[src/gpp_pkg.sv]
// Package for the 8-bit general-purpose port: register map, fields, types.
// How it works
// - Alternate function takes direction from peripheral
// - Function select picks GPIO or peripheral
// - Pin-level register returns sampled pin levels
// - Pin-level register read-only, writes ignored
// - Drive-value register read/write, resets to zero
// - Drive value reaches pin only as GPIO output
// - Zero drives low; open-drain one floats
// - Pin edges raise interrupt requests, selectable edge
// - Port A peripheral mapping per pin; this port leaves it to chip level
// - Ports C, D, H mappings; also left to chip level
// - Direction zero output, one input; reset ones
// - Two select bits decode none, 1, 2, 3
// - Open-drain bit applies; I2C forces open-drain
package gpp_pkg;
    // ****************************************************************
    // Register byte offsets
    // ****************************************************************
    localparam logic [7:0] ADDR_PIN_LEVEL = 8'h00;
    localparam logic [7:0] ADDR_DRIVE_VALUE = 8'h04;
    localparam logic [7:0] ADDR_DIRECTION = 8'h08;
    localparam logic [7:0] ADDR_FUNC_HIGH = 8'h0C;
    localparam logic [7:0] ADDR_FUNC_LOW = 8'h10;
    localparam logic [7:0] ADDR_OPEN_DRAIN = 8'h14;
    localparam logic [7:0] ADDR_EDGE_MODE = 8'h18;
    localparam logic [7:0] ADDR_EDGE_POL = 8'h1C;
    localparam logic [7:0] ADDR_IRQ_STATUS = 8'h20;
    localparam logic [7:0] ADDR_IRQ_MASK = 8'h24;
    // ****************************************************************
    // Reset values and widths
    // ****************************************************************
    localparam int PIN_COUNT = 8;
    localparam logic [7:0] RST_DRIVE_VALUE = 8'h00;
    localparam logic [7:0] RST_DIRECTION = 8'hFF;
    localparam logic [7:0] RST_ZERO = 8'h00;
    localparam logic [7:0] RST_PAD_RELEASED = 8'hFF;
    localparam logic [31:0] RD_ZERO = 32'h0000_0000;
    // ****************************************************************
    // Function select codes, high bit then low bit
    // ****************************************************************
    typedef enum logic [1:0] {
        FUNC_GPIO = 2'h0,
        FUNC_ONE = 2'h1,
        FUNC_TWO = 2'h2,
        FUNC_THREE = 2'h3
    } gpp_func_t;
    // Peripheral side of one function for all eight pins: output value and drive request
    typedef struct packed {
        logic [7:0] outValue;
        logic [7:0] outEnable;
    } gpp_periph_t;
endpackage : gpp_pkg

[src/gpp_port.sv]
// Eight-pin general-purpose port with APB registers and edge interrupt.
//
// The APB interface to the registers and the address map were chosen for this implementation.
`timescale 1ns/1ps
module gpp_port
    import gpp_pkg::*;
(
    // Clock and reset
    input wire logic mclk,
    input wire logic rst,
    // APB slave
    input wire logic psel,
    input wire logic penable,
    input wire logic pwrite,
    input wire logic [7:0] paddr,
    input wire logic [31:0] pwdata,
    output logic [31:0] prdata,
    output logic pready,
    output logic pslverr,
    // Pins: out, output enable active low, in
    input wire logic [7:0] padIn,
    output logic [7:0] padOut,
    output logic [7:0] padOutEnN,
    // Peripherals: one set per alternate function
    input wire gpp_periph_t periphFunc1,
    input wire gpp_periph_t periphFunc2,
    input wire gpp_periph_t periphFunc3,
    input wire logic [7:0] i2cPinMask,
    input wire logic i2cEnable,
    output logic [7:0] pinToPeriph,
    output logic [7:0] funcActive,
    // Interrupt
    output logic irq
);
    // ****************************************************************
    // Registers
    // ****************************************************************
    logic [7:0] driveValue_reg;
    logic [7:0] direction_reg;
    logic [7:0] funcHigh_reg;
    logic [7:0] funcLow_reg;
    logic [7:0] openDrain_reg;
    logic [7:0] edgeAny_reg;
    logic [7:0] edgeRise_reg;
    logic [7:0] irqStatus_reg;
    logic [7:0] irqMask_reg;
    logic [7:0] pinLevel_reg;
    logic [7:0] sync1_reg;
    logic [7:0] sync2_reg;
    logic [7:0] sync3_reg;
    logic [7:0] levelPrev_reg;
    logic [7:0] irqStatus_next;
    logic [7:0] riseEvt;
    logic [7:0] fallEvt;
    logic [7:0] edgeEvt;
    logic [7:0] stable;
    logic wrEn;
    logic [7:0] wrByte;
    logic [7:0] drvOut;
    logic [7:0] drvEn;
    logic [7:0] odEff;
    logic [31:0] rdData;

    function automatic gpp_func_t pinFunc(input logic hi, input logic lo);
        return gpp_func_t'({hi, lo});
    endfunction : pinFunc

    // Decode of one register's write strobe, shared by every writable register
    function automatic logic regWrite(input logic [7:0] addr);
        return wrEn && (paddr == addr);
    endfunction : regWrite

    // Writes land only on the edge that completes the transfer, so a strobe
    // held through the wait state never clears a W1C flag twice
    assign wrEn = psel && penable && pwrite && pready;
    assign wrByte = pwdata[7:0];

    // ****************************************************************
    // Pin synchronizer, three stages, change needs stages 2 and 3 agreeing
    // ****************************************************************
    // Stage one may go metastable; only stage two ever reads it
    always_ff @(posedge mclk or posedge rst) begin
        if (rst) begin
            sync1_reg <= RST_ZERO;
        end else begin
            sync1_reg <= padIn;
        end
    end

    always_ff @(posedge mclk or posedge rst) begin
        if (rst) begin
            sync2_reg <= RST_ZERO;
        end else begin
            sync2_reg <= sync1_reg;
        end
    end

    always_ff @(posedge mclk or posedge rst) begin
        if (rst) begin
            sync3_reg <= RST_ZERO;
        end else begin
            sync3_reg <= sync2_reg;
        end
    end

    // A change counts only once stages two and three agree,
    // so a glitch of a single cycle never reaches the level register
    assign stable = ~(sync2_reg ^ sync3_reg);

    // Level is undefined by spec until sampled; zero here keeps sims clean
    always_ff @(posedge mclk or posedge rst) begin
        if (rst) begin
            pinLevel_reg <= RST_ZERO;
        end else begin
            pinLevel_reg <= (stable & sync3_reg) | (~stable & pinLevel_reg);
        end
    end

    always_ff @(posedge mclk or posedge rst) begin
        if (rst) begin
            levelPrev_reg <= RST_ZERO;
        end else begin
            levelPrev_reg <= pinLevel_reg;
        end
    end

    // ****************************************************************
    // Software registers; pin-level offset ignores writes
    // ****************************************************************
    // The pin-level offset has no writer, so bus writes cannot reach it
    always_ff @(posedge mclk or posedge rst) begin
        if (rst) begin
            driveValue_reg <= RST_DRIVE_VALUE;
        end else if (regWrite(ADDR_DRIVE_VALUE)) begin
            driveValue_reg <= wrByte;
        end
    end

    always_ff @(posedge mclk or posedge rst) begin
        if (rst) begin
            direction_reg <= RST_DIRECTION;
        end else if (regWrite(ADDR_DIRECTION)) begin
            direction_reg <= wrByte;
        end
    end

    always_ff @(posedge mclk or posedge rst) begin
        if (rst) begin
            funcHigh_reg <= RST_ZERO;
        end else if (regWrite(ADDR_FUNC_HIGH)) begin
            funcHigh_reg <= wrByte;
        end
    end

    always_ff @(posedge mclk or posedge rst) begin
        if (rst) begin
            funcLow_reg <= RST_ZERO;
        end else if (regWrite(ADDR_FUNC_LOW)) begin
            funcLow_reg <= wrByte;
        end
    end

    always_ff @(posedge mclk or posedge rst) begin
        if (rst) begin
            openDrain_reg <= RST_ZERO;
        end else if (regWrite(ADDR_OPEN_DRAIN)) begin
            openDrain_reg <= wrByte;
        end
    end

    always_ff @(posedge mclk or posedge rst) begin
        if (rst) begin
            edgeAny_reg <= RST_ZERO;
        end else if (regWrite(ADDR_EDGE_MODE)) begin
            edgeAny_reg <= wrByte;
        end
    end

    always_ff @(posedge mclk or posedge rst) begin
        if (rst) begin
            edgeRise_reg <= RST_ZERO;
        end else if (regWrite(ADDR_EDGE_POL)) begin
            edgeRise_reg <= wrByte;
        end
    end

    always_ff @(posedge mclk or posedge rst) begin
        if (rst) begin
            irqMask_reg <= RST_ZERO;
        end else if (regWrite(ADDR_IRQ_MASK)) begin
            irqMask_reg <= wrByte;
        end
    end

    // ****************************************************************
    // Edge interrupts: any-edge or selected-edge per pin
    // ****************************************************************
    assign riseEvt = pinLevel_reg & ~levelPrev_reg;
    assign fallEvt = ~pinLevel_reg & levelPrev_reg;
    assign edgeEvt = (edgeAny_reg & (riseEvt | fallEvt))
        | (~edgeAny_reg & edgeRise_reg & riseEvt)
        | (~edgeAny_reg & ~edgeRise_reg & fallEvt);

    always_comb begin
        irqStatus_next = irqStatus_reg;
        if (regWrite(ADDR_IRQ_STATUS)) begin
            irqStatus_next = irqStatus_reg & ~wrByte;
        end
        // Set after clear so a same-cycle event survives
        irqStatus_next = irqStatus_next | edgeEvt;
    end

    always_ff @(posedge mclk or posedge rst) begin
        if (rst) begin
            irqStatus_reg <= RST_ZERO;
        end else begin
            irqStatus_reg <= irqStatus_next;
        end
    end

    // Built from the next status so the line rises with the flag, not after it
    always_ff @(posedge mclk or posedge rst) begin
        if (rst) begin
            irq <= 1'b0;
        end else begin
            irq <= |(irqStatus_next & irqMask_reg);
        end
    end

    // ****************************************************************
    // Pin drive mux
    // ****************************************************************
    // The peripheral wiring per pin (timers, UART, SPI, PWM, analog) lives
    // at chip level; this block picks among the three function inputs.
    always_comb begin
        drvOut = RST_ZERO;
        drvEn = RST_ZERO;
        for (int i = 0; i < PIN_COUNT; i++) begin
            case (pinFunc(funcHigh_reg[i], funcLow_reg[i]))
                FUNC_GPIO: begin
                    drvOut[i] = driveValue_reg[i];
                    drvEn[i] = ~direction_reg[i];
                end
                FUNC_ONE: begin
                    drvOut[i] = periphFunc1.outValue[i];
                    drvEn[i] = periphFunc1.outEnable[i];
                end
                FUNC_TWO: begin
                    drvOut[i] = periphFunc2.outValue[i];
                    drvEn[i] = periphFunc2.outEnable[i];
                end
                FUNC_THREE: begin
                    drvOut[i] = periphFunc3.outValue[i];
                    drvEn[i] = periphFunc3.outEnable[i];
                end
                default: begin
                    drvOut[i] = 1'b0;
                    drvEn[i] = 1'b0;
                end
            endcase
        end
    end

    // I2C pins go open-drain while the controller is on, whatever the register says
    assign odEff = openDrain_reg | (i2cEnable ? i2cPinMask : RST_ZERO);

    always_ff @(posedge mclk or posedge rst) begin
        if (rst) begin
            padOut <= RST_ZERO;
        end else begin
            padOut <= drvOut & ~odEff;
        end
    end

    // Open-drain: a one releases the pin instead of driving high
    always_ff @(posedge mclk or posedge rst) begin
        if (rst) begin
            padOutEnN <= RST_PAD_RELEASED;
        end else begin
            padOutEnN <= ~(drvEn & ~(odEff & drvOut));
        end
    end

    always_ff @(posedge mclk or posedge rst) begin
        if (rst) begin
            pinToPeriph <= RST_ZERO;
        end else begin
            pinToPeriph <= pinLevel_reg;
        end
    end

    always_ff @(posedge mclk or posedge rst) begin
        if (rst) begin
            funcActive <= RST_ZERO;
        end else begin
            funcActive <= funcHigh_reg | funcLow_reg;
        end
    end

    // ****************************************************************
    // APB read path, one wait state
    // ****************************************************************
    always_comb begin
        rdData = RD_ZERO;
        case (paddr)
            ADDR_PIN_LEVEL: rdData[7:0] = pinLevel_reg;
            ADDR_DRIVE_VALUE: rdData[7:0] = driveValue_reg;
            ADDR_DIRECTION: rdData[7:0] = direction_reg;
            ADDR_FUNC_HIGH: rdData[7:0] = funcHigh_reg;
            ADDR_FUNC_LOW: rdData[7:0] = funcLow_reg;
            ADDR_OPEN_DRAIN: rdData[7:0] = openDrain_reg;
            ADDR_EDGE_MODE: rdData[7:0] = edgeAny_reg;
            ADDR_EDGE_POL: rdData[7:0] = edgeRise_reg;
            ADDR_IRQ_STATUS: rdData[7:0] = irqStatus_reg;
            ADDR_IRQ_MASK: rdData[7:0] = irqMask_reg;
            default: rdData = RD_ZERO;
        endcase
    end

    // Registered answer: one wait state keeps the read mux off the output path
    always_ff @(posedge mclk or posedge rst) begin
        if (rst) begin
            pready <= 1'b0;
        end else begin
            pready <= psel && penable && !pready;
        end
    end

    // Read data is captured on the first access edge and stands with pready
    always_ff @(posedge mclk or posedge rst) begin
        if (rst) begin
            prdata <= RD_ZERO;
        end else begin
            prdata <= rdData;
        end
    end

    // Every offset answers, so no transfer ever reports an error
    always_ff @(posedge mclk or posedge rst) begin
        if (rst) begin
            pslverr <= 1'b0;
        end else begin
            pslverr <= 1'b0;
        end
    end
endmodule : gpp_port

[config.mk]
export PLATFORM = sky130hd
export DESIGN_NAME = gpp_port
export DESIGN_NICKNAME = d
export VERILOG_FILES = /design/src/gpp_pkg.sv /design/src/gpp_port.sv
export SDC_FILE = /design/constraint.sdc
export NUM_CORES = 1
export LEC_CHECK = 0
export BUFFER_PORTS_ARGS = -buffer_cell sky130_fd_sc_hd__buf_2
export CAP_MARGIN = 20
export CELL_PAD_IN_SITES_DETAIL_PLACEMENT = 0
export CELL_PAD_IN_SITES_GLOBAL_PLACEMENT = 1
export CORE_MARGIN = 4
export CORE_UTILIZATION = 42
export DETAILED_ROUTE_END_ITERATION = 6
export HOLD_SLACK_MARGIN = 0.1
export PLACE_DENSITY_LB_ADDON = 0.1
export SLEW_MARGIN = 20
export SYNTH_ARGS = -nofsm -noshare
export SYNTH_HDL_FRONTEND = slang
export SYNTH_SLANG_ARGS = --single-unit
[constraint.sdc]
create_clock -name mclk -period 4.9 [get_ports mclk]
set_input_delay 0.49 -clock mclk [delete_from_list [all_inputs] [get_ports mclk]]
set_output_delay 0.49 -clock mclk [all_outputs]
set_load 0.03 [all_outputs]
# Yosys cells after proc, flatten, opt, wreduce, memory -nomap -nowiden
# Index checks and enable logic that the tools add are counted.
# classes
n_eq_ne,33
mux,19
bitwise,40
reduce_logical,24
# ops
operator,n
AND 8 bit,14
NOT 8 bit,10
one-hot mux 8 bit (10 select lines),1
one-hot mux 1 bit (4 select lines),16
OR 8 bit,7
equality test 2 bit (second input constant),16
equality test 8 x 5 -> 1 bit (second input constant),4
equality test 2 x 1 -> 1 bit (second input constant),8
equality test 8 x 4 -> 1 bit (second input constant),2
equality test 8 x 6 -> 1 bit (second input constant),2
zero test 2 bit,8
2-to-1 mux 8 bit,2
logical AND 1 bit,13
equality test 8 x 3 -> 1 bit (second input constant),1
zero test 8 bit,1
NOT 1 bit,8
OR reduction 8 bit,1
XOR 8 bit,1
zero test 1 bit,1
# totals
regBits,146
inputBits,110
out_inout_bits,67
elab_cells,136

# Logic depth before layout (Yosys ltp)
# Gate-level depths: netlist of run 1.
# logic_depth
word_depth,9
ltp_mapped,7
depth_no_buf,7

# Worst setup path after synthesis of run 1
# Ideal clock, no wire load.
# synth_timing
path_type,reg-to-reg
from,register pinToPeriph[3] (netlist name)
to,register irq
setup_ns,0.131
t_arrival_ns,1.944
required_time_ns,4.769
path_slack_ns,2.824
stages_incl_launch_ff,8
n_path_buf,0
period_less_slack_ns,2.076
path_cell_list,dfrtp_1 -> inv_1 -> ha_1 -> mux2_2 -> o21ai_0 -> o2111ai_1 -> or2_2 -> or3_1
# synth_lines
item,line,source
"end signal, assigned",gpp_port.sv:226,irq <= |(irqStatus_next & irqMask_reg);
"end, declared",gpp_port.sv:33,output logic irq

# Worst setup path after layout of run 1
# layout_timing
from,input paddr[4]
to,register direction_reg[5]
# layout_via
elab_chain_len,2
# layout_rtl
item,line,source
"start, declared",gpp_port.sv:15,"input wire logic [7:0] paddr,"
equality test 8 x 4 -> 1 bit,gpp_port.sv:70,return wrEn && (paddr == addr);
logical AND 1 bit,gpp_port.sv:70,
"end signal, assigned",gpp_port.sv:143,direction_reg <= wrByte;
"end, declared",gpp_port.sv:39,logic [7:0] direction_reg;
# Every way passes these cells.
# A chain may end at the register's enable or synchronous reset.

==> flow_metrics.env, run 1 <==
export IMPL_critPathMaxFanout=16
export IMPL_cts_resized=0
export IMPL_synthFlopType="dfrtp_1"
export IMPL_fin_cells=894
export IMPL_finalWeightedCongestion=0.8269
export IMPL_synth_cells=540
export IMPL_ys_types=50
export IMPL_drc_errors=0
export IMPL_clk_insertion_delay_late_ns=0.42
export IMPL_finalMaxSlewViolations=0
export IMPL_synth_common_cells="dfrtp_1 (130), mux2_2 (74), nand2_1 (40)"
export IMPL_synth_edf_count=0
export IMPL_worst_setup_path_end_kind="flop"
export IMPL_grt_pass1_vias=4723
export IMPL_clock_skew_ns=0.007152
export IMPL_antenna_cells=0
export IMPL_clkPwrFrac_pct=47.1
export IMPL_power_switching_mw=0.6648
export IMPL_cts_sinks=146
export IMPL_required_ns=5.24
export IMPL_wl_per_cell_microns=19.14
export IMPL_setup_tns_ns=0
export IMPL_cp_slowest_cell="nor4_4"
export IMPL_synth_top_area_cell="dfrtp_1"
export IMPL_cap_violations=0
export IMPL_fin_crit_ns=2.527
export IMPL_yosysWarnings=0
export IMPL_coreArea_sq_um=15890
export IMPL_firstDrtPassIters=7
export IMPL_initial_core_util_pct=42.93
export IMPL_yosysMostFrequentCell="dfrtp_1"
export IMPL_power_density_nw_per_um2=338.5
export IMPL_die_w_microns=135.4
export IMPL_grt_pass1_wl_microns=26920
export IMPL_clk_path_buf_depth=2
export IMPL_period_share_pct=51.57
export IMPL_grt_max_degree=105
export IMPL_cts_buffers=17
export IMPL_vdd_drop_max_uv=234.9
export IMPL_hpwl_microns=12250
export IMPL_timing_slew_headroom_pct=29.85
export IMPL_crit_family="simple AND/OR/NAND/NOR gates"
export IMPL_htreeDepth=4
export IMPL_area_delta_synth_final_pct=19.52
export IMPL_root_buffer="clkbuf_16"
export IMPL_setup_viol=0
export IMPL_crit_type="primary input to flop"
export IMPL_start_kind="primary input"
export IMPL_grt_overflow_total=0
export IMPL_synth_avg_cell_area_sq_um=12.63
export IMPL_postCtsHoldBufs=0
export IMPL_intPower_mw=2.094
export IMPL_fillers=1447
export IMPL_status="finished clean"
export IMPL_seqPwrFrac_pct=45.6
export IMPL_port_buffers=127
export IMPL_path_cells="buf_2 > nor4_4 > and3_1 > nand2_1 > mux2_2"
export IMPL_finalWirelength_microns=17110
export IMPL_switching_share_pct=24.09
export IMPL_cts_tree="built"
export IMPL_synth_async_reset_ratio_pct=100.0
export IMPL_io_pins=177
export IMPL_avgViaCountPerCell=5.311
export IMPL_p_leak_nw=4.006
export IMPL_grtUsageTotal_pct=19.31
export IMPL_first_iter_violations=478
export IMPL_hp_class="primary input to flop"
export IMPL_die_h_microns=135.4
export IMPL_max_freq_mhz=395.8
export IMPL_nNetsFinal=791
export IMPL_ys_seq_area_share_pct=53.87
export IMPL_critPathMaxStageDelay_ns=0.84
export IMPL_tightest_slew_ns=1.048
export IMPL_synth_seq_cells=146
export IMPL_dieArea_sq_um=18340
export IMPL_ant_nets=0
export IMPL_synth_area_top_cells="dfrtp_1 (48%), mux2_2 (12%), dfstp_2 (6.2%), mux4_2 (3.0%), ha_1 (2.9%)"
export IMPL_pwr_share_comb_pct=7.3
export IMPL_final_hold_viol_count=0
export IMPL_drive_gt1_share_pct=42.33
export IMPL_clkTransAtPathRegs_ns=0.06
export IMPL_antenna_found_initial=0
export IMPL_dp_cells=861
export IMPL_num_vias=4748
export IMPL_yosys_area_top_type_share_pct=47.71
export IMPL_critPathArrivalTime_ns=2.87
export IMPL_rsz0062_at_grt="no"
export IMPL_critPathBufInv=1
export IMPL_core_rowCount=46
export IMPL_synth_area_sq_um=6819
export IMPL_cts_setup_buffers=0
==> layout by cell type, fill, tap and decap left out, types with 9 or more instances in the layout <==
cell         n
and2_1      11
mux2_2      74
nor2_1      14
inv_1       19
conb_1      25
o21ai_0     14
or2_2        9
ha_1        16
dfstp_2     16
nand2_1     40
buf_2      127
a21oi_1     12
clkbuf_16   17
mux4_2       9
dfrtp_1    130
mux2i_1      9
nand4_1      9
nand3_1      9
==> per-layer routing <==
layer  global-route usage, %  up-vias  share of wire (%)
met1                   27.74     2366                 45
met2                   29.51      188                 46
met5                       0        -                  0
met3                   4.235       22                7.1
li1                        -     2172                  -
met4                   5.879        0                1.5
==> final timing paths <==
| kind | startpoint | to | slack, ns | cells past startpoint |
|---|---|---|---|---|
| max | paddr[4] | direction_reg[5] | 2.37 | 5 |
| min | padIn[1] | sync1_reg[1] | 0.17 | 1 |
| max reg2reg | flop | irq | 2.65 | 7 |
| min reg2reg | sync1_reg[6] | sync2_reg[6] | 0.35 | 0 |
| max in group asynchronous | rst | irqMask_reg[6] | 3.47 | 3 |
| min in group asynchronous | rst | pinToPeriph[0] | 0.26 | 2 |
==> logic make-up after synthesis <==
family	count (synthesis)	share of synthesized area (%)
simple gates	122	10.53
fa+ha+maj	24	4.110
other cells	1	0.05499
mux	92	16.51
flops	146	53.87
buf+inv	70	5.743
compound gates	85	9.175
==> final cells by class <==
| cell class | instances | area (sq um) | share of cell area, % |
|---|---|---|---|
| Multi-Input combinational cell | 348 | 2850 | 34.97 |
| Sequential cell | 146 | 3674 | 45.07 |
| Clock inverter | 11 | 128.9 | 1.581 |
| Clock buffer | 21 | 470.5 | 5.772 |
| Timing Repair Buffer | 132 | 676.9 | 8.305 |
| Tap cell | 216 | 270.3 | 3.316 |
| Inverter | 20 | 80.08 | 0.9825 |
==> power by group through the flow <==
stage | Clock, mW | Combinational, mW | Sequential, mW
floorplan | 0 | 0.121 | 1.29
global placement | 0 | 0.200 | 1.28
detailed placement | 0 | 0.204 | 1.28
CTS | 1.33 | 0.205 | 1.26
global route | 1.39 | 0.226 | 1.26
finish | 1.30 | 0.202 | 1.26
==> worst reg2reg max path, stage by stage, from the launching register on <==
cell       delay [ns]
dfrtp_1          0.47
inv_1            0.07
ha_1             0.17
mux2_2           0.25
o21ai_0          0.33
o2111ai_1        0.15
or2_2            0.28
or3_1            0.40
==> through the flow <==
step | worst slack, ns | utilization (%) | hold slack [ns] | area [sq um] | total power [mW]
final | 2.373 | 51.31 | 0.1711 | 8150 | 2.759
after global routing | 2.361 | 51.31 | 0.1479 | 8150 | 2.874
after CTS | 2.408 | 51.24 | 0.1458 | 8139 | 2.798
after detailed placement | 1.981 | 47.46 | 0.3372 | 7540 | 1.484
after global placement | 1.924 | 47.46 | 0.3321 | 7540 | 1.478
after floorplan | 0.5135 | - | 0.3312 | 6909 | 1.412
Note: power is estimated with default switching activity, not from simulation.
==> run 2, diff against run 1 <==
CORE_UTILIZATION = 38   (was 42)
clock period = 2.05 ns   (was 4.9 ns; I/O delays follow)
==> flow_metrics.env, run 2 (synthesis gave the netlist of run 1 again) <==
export IMPL_finalMaxSlewViolations=0
export IMPL_crit_family="simple AND/OR/NAND/NOR gates"
export IMPL_die_h_microns=142.0
export IMPL_ant_nets=0
export IMPL_place_worst_setup_slack_ns=-0.01859
export IMPL_wl_per_cell_microns=18.81
export IMPL_setup_viol=0
export IMPL_power_density_nw_per_um2=764.2
export IMPL_coreArea_sq_um=17420
export IMPL_clkTransAtPathRegs_ns=0.06
export IMPL_grt_pass1_wl_microns=28780
export IMPL_status="finished clean"
export IMPL_finalWirelength_microns=18190
export IMPL_cap_violations=0
export IMPL_crit_type="flop to flop"
export IMPL_multiInputGateArea_sq_um=2863
export IMPL_antenna_found_initial=1
export IMPL_post_route_util_pct=50.17
export IMPL_avgViaCountPerCell=5.092
export IMPL_vdd_drop_max_uv=543.3
export IMPL_io_pins=177
export IMPL_p_leak_nw=4.322
export IMPL_start_kind="flop"
export IMPL_firstDrtPassIters=5
export IMPL_drc_errors=0
export IMPL_final_cell_mix="dfrtp_1 (129), buf_2 (127), mux2_2 (72)"
export IMPL_root_buffer="clkbuf_16"
export IMPL_die_w_microns=142.0
export IMPL_dp_cells=912
export IMPL_nNetsFinal=854
export IMPL_worst_slack_ns=0.04699
export IMPL_grt_max_degree=35
export IMPL_port_buffers=127
export IMPL_critPathMaxFanout=3
export IMPL_placed_area_sq_um=7940
export IMPL_worst_setup_path_end_kind="flop"
export IMPL_grt_pass1_vias=5164
export IMPL_finalWeightedCongestion=0.8503
export IMPL_clk_path_buf_depth=2
export IMPL_area_delta_synth_final_pct=28.13
export IMPL_clk_insertion_delay_late_ns=0.41
export IMPL_max_freq_mhz=499.3
export IMPL_setup_tns_ns=0
export IMPL_required_ns=2.34
export IMPL_grtUsageTotal_pct=18.61
export IMPL_mostFrequentLayoutCell="dfrtp_1"
export IMPL_stdcell_area_sq_um=8737
export IMPL_tightest_slew_ns=0.7624
export IMPL_num_vias=4924
export IMPL_initial_core_util_pct=39.15
export IMPL_clock_skew_ns=0.005067
export IMPL_path_cells="inv_1 > ha_1 > mux2_2 > o211ai_1 > o2111ai_1 > or2_4 > or3_1"
export IMPL_dieArea_sq_um=20150
export IMPL_fillers=1614
export IMPL_period_share_pct=97.71
export IMPL_grt_overflow_total=0
export IMPL_fin_crit_ns=2.003
export IMPL_p_total_mw=6.677
export IMPL_critPathBufInv=1
export IMPL_hp_class="primary input to flop"
export IMPL_first_iter_violations=352
export IMPL_hold_path_startpoint="i2cPinMask[7]"
export IMPL_critPathArrivalTime_ns=2.29
export IMPL_cts_tree="built"
export IMPL_cp_slowest_cell="dfrtp_1"
export IMPL_htreeDepth=4
export IMPL_timing_slew_headroom_pct=49.06
export IMPL_cts_sinks=146
export IMPL_fin_cells=967
export IMPL_holdWs_ns=0.1269
export IMPL_drive_gt1_share_pct=45.48
export IMPL_final_hold_viol_count=0
export IMPL_core_rowCount=48
export IMPL_hpwl_microns=13440
export IMPL_regArea_sq_um=3675
export IMPL_cts_buffers=17
export IMPL_critPathMaxStageDelay_ns=0.37
==> run 2: cell types whose count changed in the layout (fill, tap and decap cells not counted), sizes merged <==
cell         previous run  this run
buf                   132       182
dlygate4sd3             0        13
clkbuf                 21        23
inv                    21        19
diode                   0         1
==> run 2: layout make-up <==
type / count / area share, %
Clock buffer: 23 / 5.470
Multi-Input combinational cell: 348 / 32.77
Sequential cell: 146 / 42.06
Timing Repair Buffer: 195 / 14.35
Inverter: 20 / 0.9022
Antenna cell: 1 / 0.02864
Tap cell: 225 / 3.222
Clock inverter: 9 / 1.203
==> run 2: worst reg2reg max path: cells and delay by family (launching register included) <==
family	cells	cell delay, ns
flops	1	0.37
mux	1	0.28
fa+ha+maj	1	0.18
buf+inv	1	0.07
compound gates	2	0.37
simple gates	2	0.62
==> run 2: timing repair <==
item                                   CTS  global route
pin swaps                                3             4
endpoints found under the hold margin   26             0
setup endpoints to repair                1             1
resized for setup                        1             6
hold buffers                            13             0
setup buffers                            2             7
==> run 2: path summary, 6_finish.rpt <==
path	slack (ns)	cells after the start	to
hold / removal	0.13	3	padOut[7]
setup reg to reg	0.05	7	irq
max in group asynchronous	0.89	4	padOutEnN[1]
hold reg to reg	0.35	0	sync2_reg[4]
min in group asynchronous	0.47	3	sync2_reg[6]
setup / recovery	0.05	7	irq
==> run 2: where the power goes <==
part | internal [mW] | switching, mW | leakage, nW
registers | 2.95 | 0.0451 | 1.84
clock network | 1.88 | 1.17 | 0.287
logic | 0.264 | 0.364 | 2.19
==> run 2: routing by layer <==
layer	routed length [microns]	up-vias	global-route usage, %
li1	-	2296	-
met1	8285	2443	26.67
met2	8526	169	29.03
met3	1164	16	3.360
met4	210	0	5.758
met5	0	-	0
==> run 3, diff against run 2 <==
CAP_MARGIN = 10   (was 20)
PLACE_DENSITY = 0.8   (was default)
PLACE_DENSITY_LB_ADDON = default   (was 0.1)
==> flow_metrics.env, run 3 (synthesis gave the netlist of run 1 again) <==
export IMPL_power_density_nw_per_um2=789.3
export IMPL_setup_tns_ns=0
export IMPL_initial_core_util_pct=39.15
export IMPL_regToRegEndpoint="irq"
export IMPL_power_switching_mw=1.565
export IMPL_multiInputGateArea_sq_um=2868
export IMPL_avgViaCountPerCell=5.242
export IMPL_wl_per_cell_microns=18.63
export IMPL_hold_depth=3
export IMPL_grt_overflow_total=0
export IMPL_nNetsFinal=842
export IMPL_setup_viol=0
export IMPL_clkPwrFrac_pct=47.5
export IMPL_fillers=1582
export IMPL_port_buffers=127
export IMPL_coreArea_sq_um=17420
export IMPL_critPathMaxFanout=4
export IMPL_first_iter_violations=325
export IMPL_finalWeightedCongestion=0.8852
export IMPL_period_share_pct=95.67
export IMPL_grt_max_degree=70
export IMPL_status="finished clean"
export IMPL_dp_cells=905
export IMPL_num_vias=5001
export IMPL_root_buffer="clkbuf_16"
export IMPL_rsz0062_at_grt="yes"
export IMPL_drive_gt1_share_pct=45.13
export IMPL_cts_sinks=146
export IMPL_hpwl_microns=13200
export IMPL_placed_area_sq_um=7888
export IMPL_clkTransAtPathRegs_ns=0.06
export IMPL_die_w_microns=142.0
export IMPL_finalMaxSlewViolations=0
export IMPL_regArea_sq_um=3674
export IMPL_firstDrtPassIters=6
export IMPL_clk_path_buf_depth=2
export IMPL_ff2ff_path_depth=7
export IMPL_stdcell_area_sq_um=8680
export IMPL_final_hold_viol_count=0
export IMPL_fin_crit_ns=1.961
export IMPL_regToRegSetupSlack_ns=0.09
export IMPL_grtUsageTotal_pct=17.94
export IMPL_grt_pass1_vias=5003
export IMPL_die_h_microns=142.0
export IMPL_cap_violations=0
export IMPL_hold_end="padOut[0]"
export IMPL_antenna_cells=0
export IMPL_htreeDepth=4
export IMPL_place_worst_setup_slack_ns=-0.1034
export IMPL_holdWs_ns=0.1158
export IMPL_clock_skew_ns=0.005404
export IMPL_mostFrequentLayoutCell="dfrtp_1"
export IMPL_seqPwrFrac_pct=43.8
export IMPL_final_cell_mix="dfrtp_1 (130), buf_2 (127), mux2_2 (73)"
export IMPL_drc_errors=0
export IMPL_start_kind="flop"
export IMPL_fin_cells=954
export IMPL_worst_slack_ns=0.08871
export IMPL_io_pins=177
export IMPL_hp_class="primary input to flop"
export IMPL_cts_tree="built"
export IMPL_core_rowCount=48
export IMPL_vdd_drop_max_uv=576.1
export IMPL_required_ns=2.34
export IMPL_clk_insertion_delay_late_ns=0.42
export IMPL_antenna_found_initial=0
export IMPL_switching_share_pct=22.84
export IMPL_worst_setup_path_end_kind="flop"
export IMPL_area_delta_synth_final_pct=27.28
export IMPL_ant_nets=0
export IMPL_intPower_mw=5.287
export IMPL_hold_path_startpoint="i2cPinMask[0]"
export IMPL_max_freq_mhz=509.9
export IMPL_p_leak_nw=4.285
export IMPL_finalWirelength_microns=17770
export IMPL_pwr_share_comb_pct=8.8
export IMPL_critPathArrivalTime_ns=2.26
export IMPL_cts_buffers=17
export IMPL_dieArea_sq_um=20150
export IMPL_grt_pass1_wl_microns=27970
export IMPL_crit_type="flop to flop"
[run 3: area by class of cell]
cell class / count / share of cell area (%)
Clock buffer: 21 / 5.305
Clock inverter: 11 / 1.831
Inverter: 20 / 0.9082
Multi-Input combinational cell: 348 / 33.04
Sequential cell: 146 / 42.32
Tap cell: 225 / 3.243
Timing Repair Buffer: 183 / 13.35
[run 3: routing by layer]
| metal | part of all wire [%] | up-vias | global-route usage (%) |
|---|---|---|---|
| met1 | 43 | 2503 | 23.96 |
| met4 | 1.1 | 0 | 4.899 |
| li1 | - | 2268 | - |
| met2 | 49 | 214 | 29.48 |
| met3 | 7.8 | 16 | 4.335 |
| met5 | 0 | - | 0 |
[run 3: power by group through the flow]
stage                     logic [mW]  registers, mW  clock network [mW]
final                          0.600           3.00                3.25
after global routing           0.665           3.01                3.44
after CTS                      0.600           3.00                3.32
after detailed placement       0.566           3.05                   0
after global placement         0.555           3.05                   0
after floorplan                0.289           3.09                   0
[run 3: worst max-delay path by stage]
stage                        start  slack, ns  cells after the start  end
detailed placement            flop      -0.10                      8  irq
floorplan           pinToPeriph[3]      -0.03                      7  irq
global route                  flop     -0.006                      7  irq
finish                        flop       0.09                      7  irq
global placement              flop      -0.06                      8  irq
CTS                           flop       0.04                      7  irq
[run 3: per-stage QoR]
step                      utilization (%)  power (mW)
after global routing                49.83       7.112
final                               49.83       6.851
after detailed placement            45.29       3.618
after CTS                           49.67       6.922
after global placement              45.29       3.601
after floorplan                         -       3.376
[run 3: worst max-delay path: stages, from the launching register on]
cell       delay (ns)
dfrtp_1          0.40
inv_1            0.06
ha_1             0.17
mux2_2           0.27
o211ai_1         0.21
o2111ai_1        0.15
or2_4            0.26
or3_4            0.32
[run 3: repair_timing]
item	4_1_cts	5_1_grt
hold endpoints to repair	23	0
endpoints found under the setup margin	1	1
buffers inserted	4	2
pin swaps	4	3
hold buffers	11	0
resized for setup	3	4
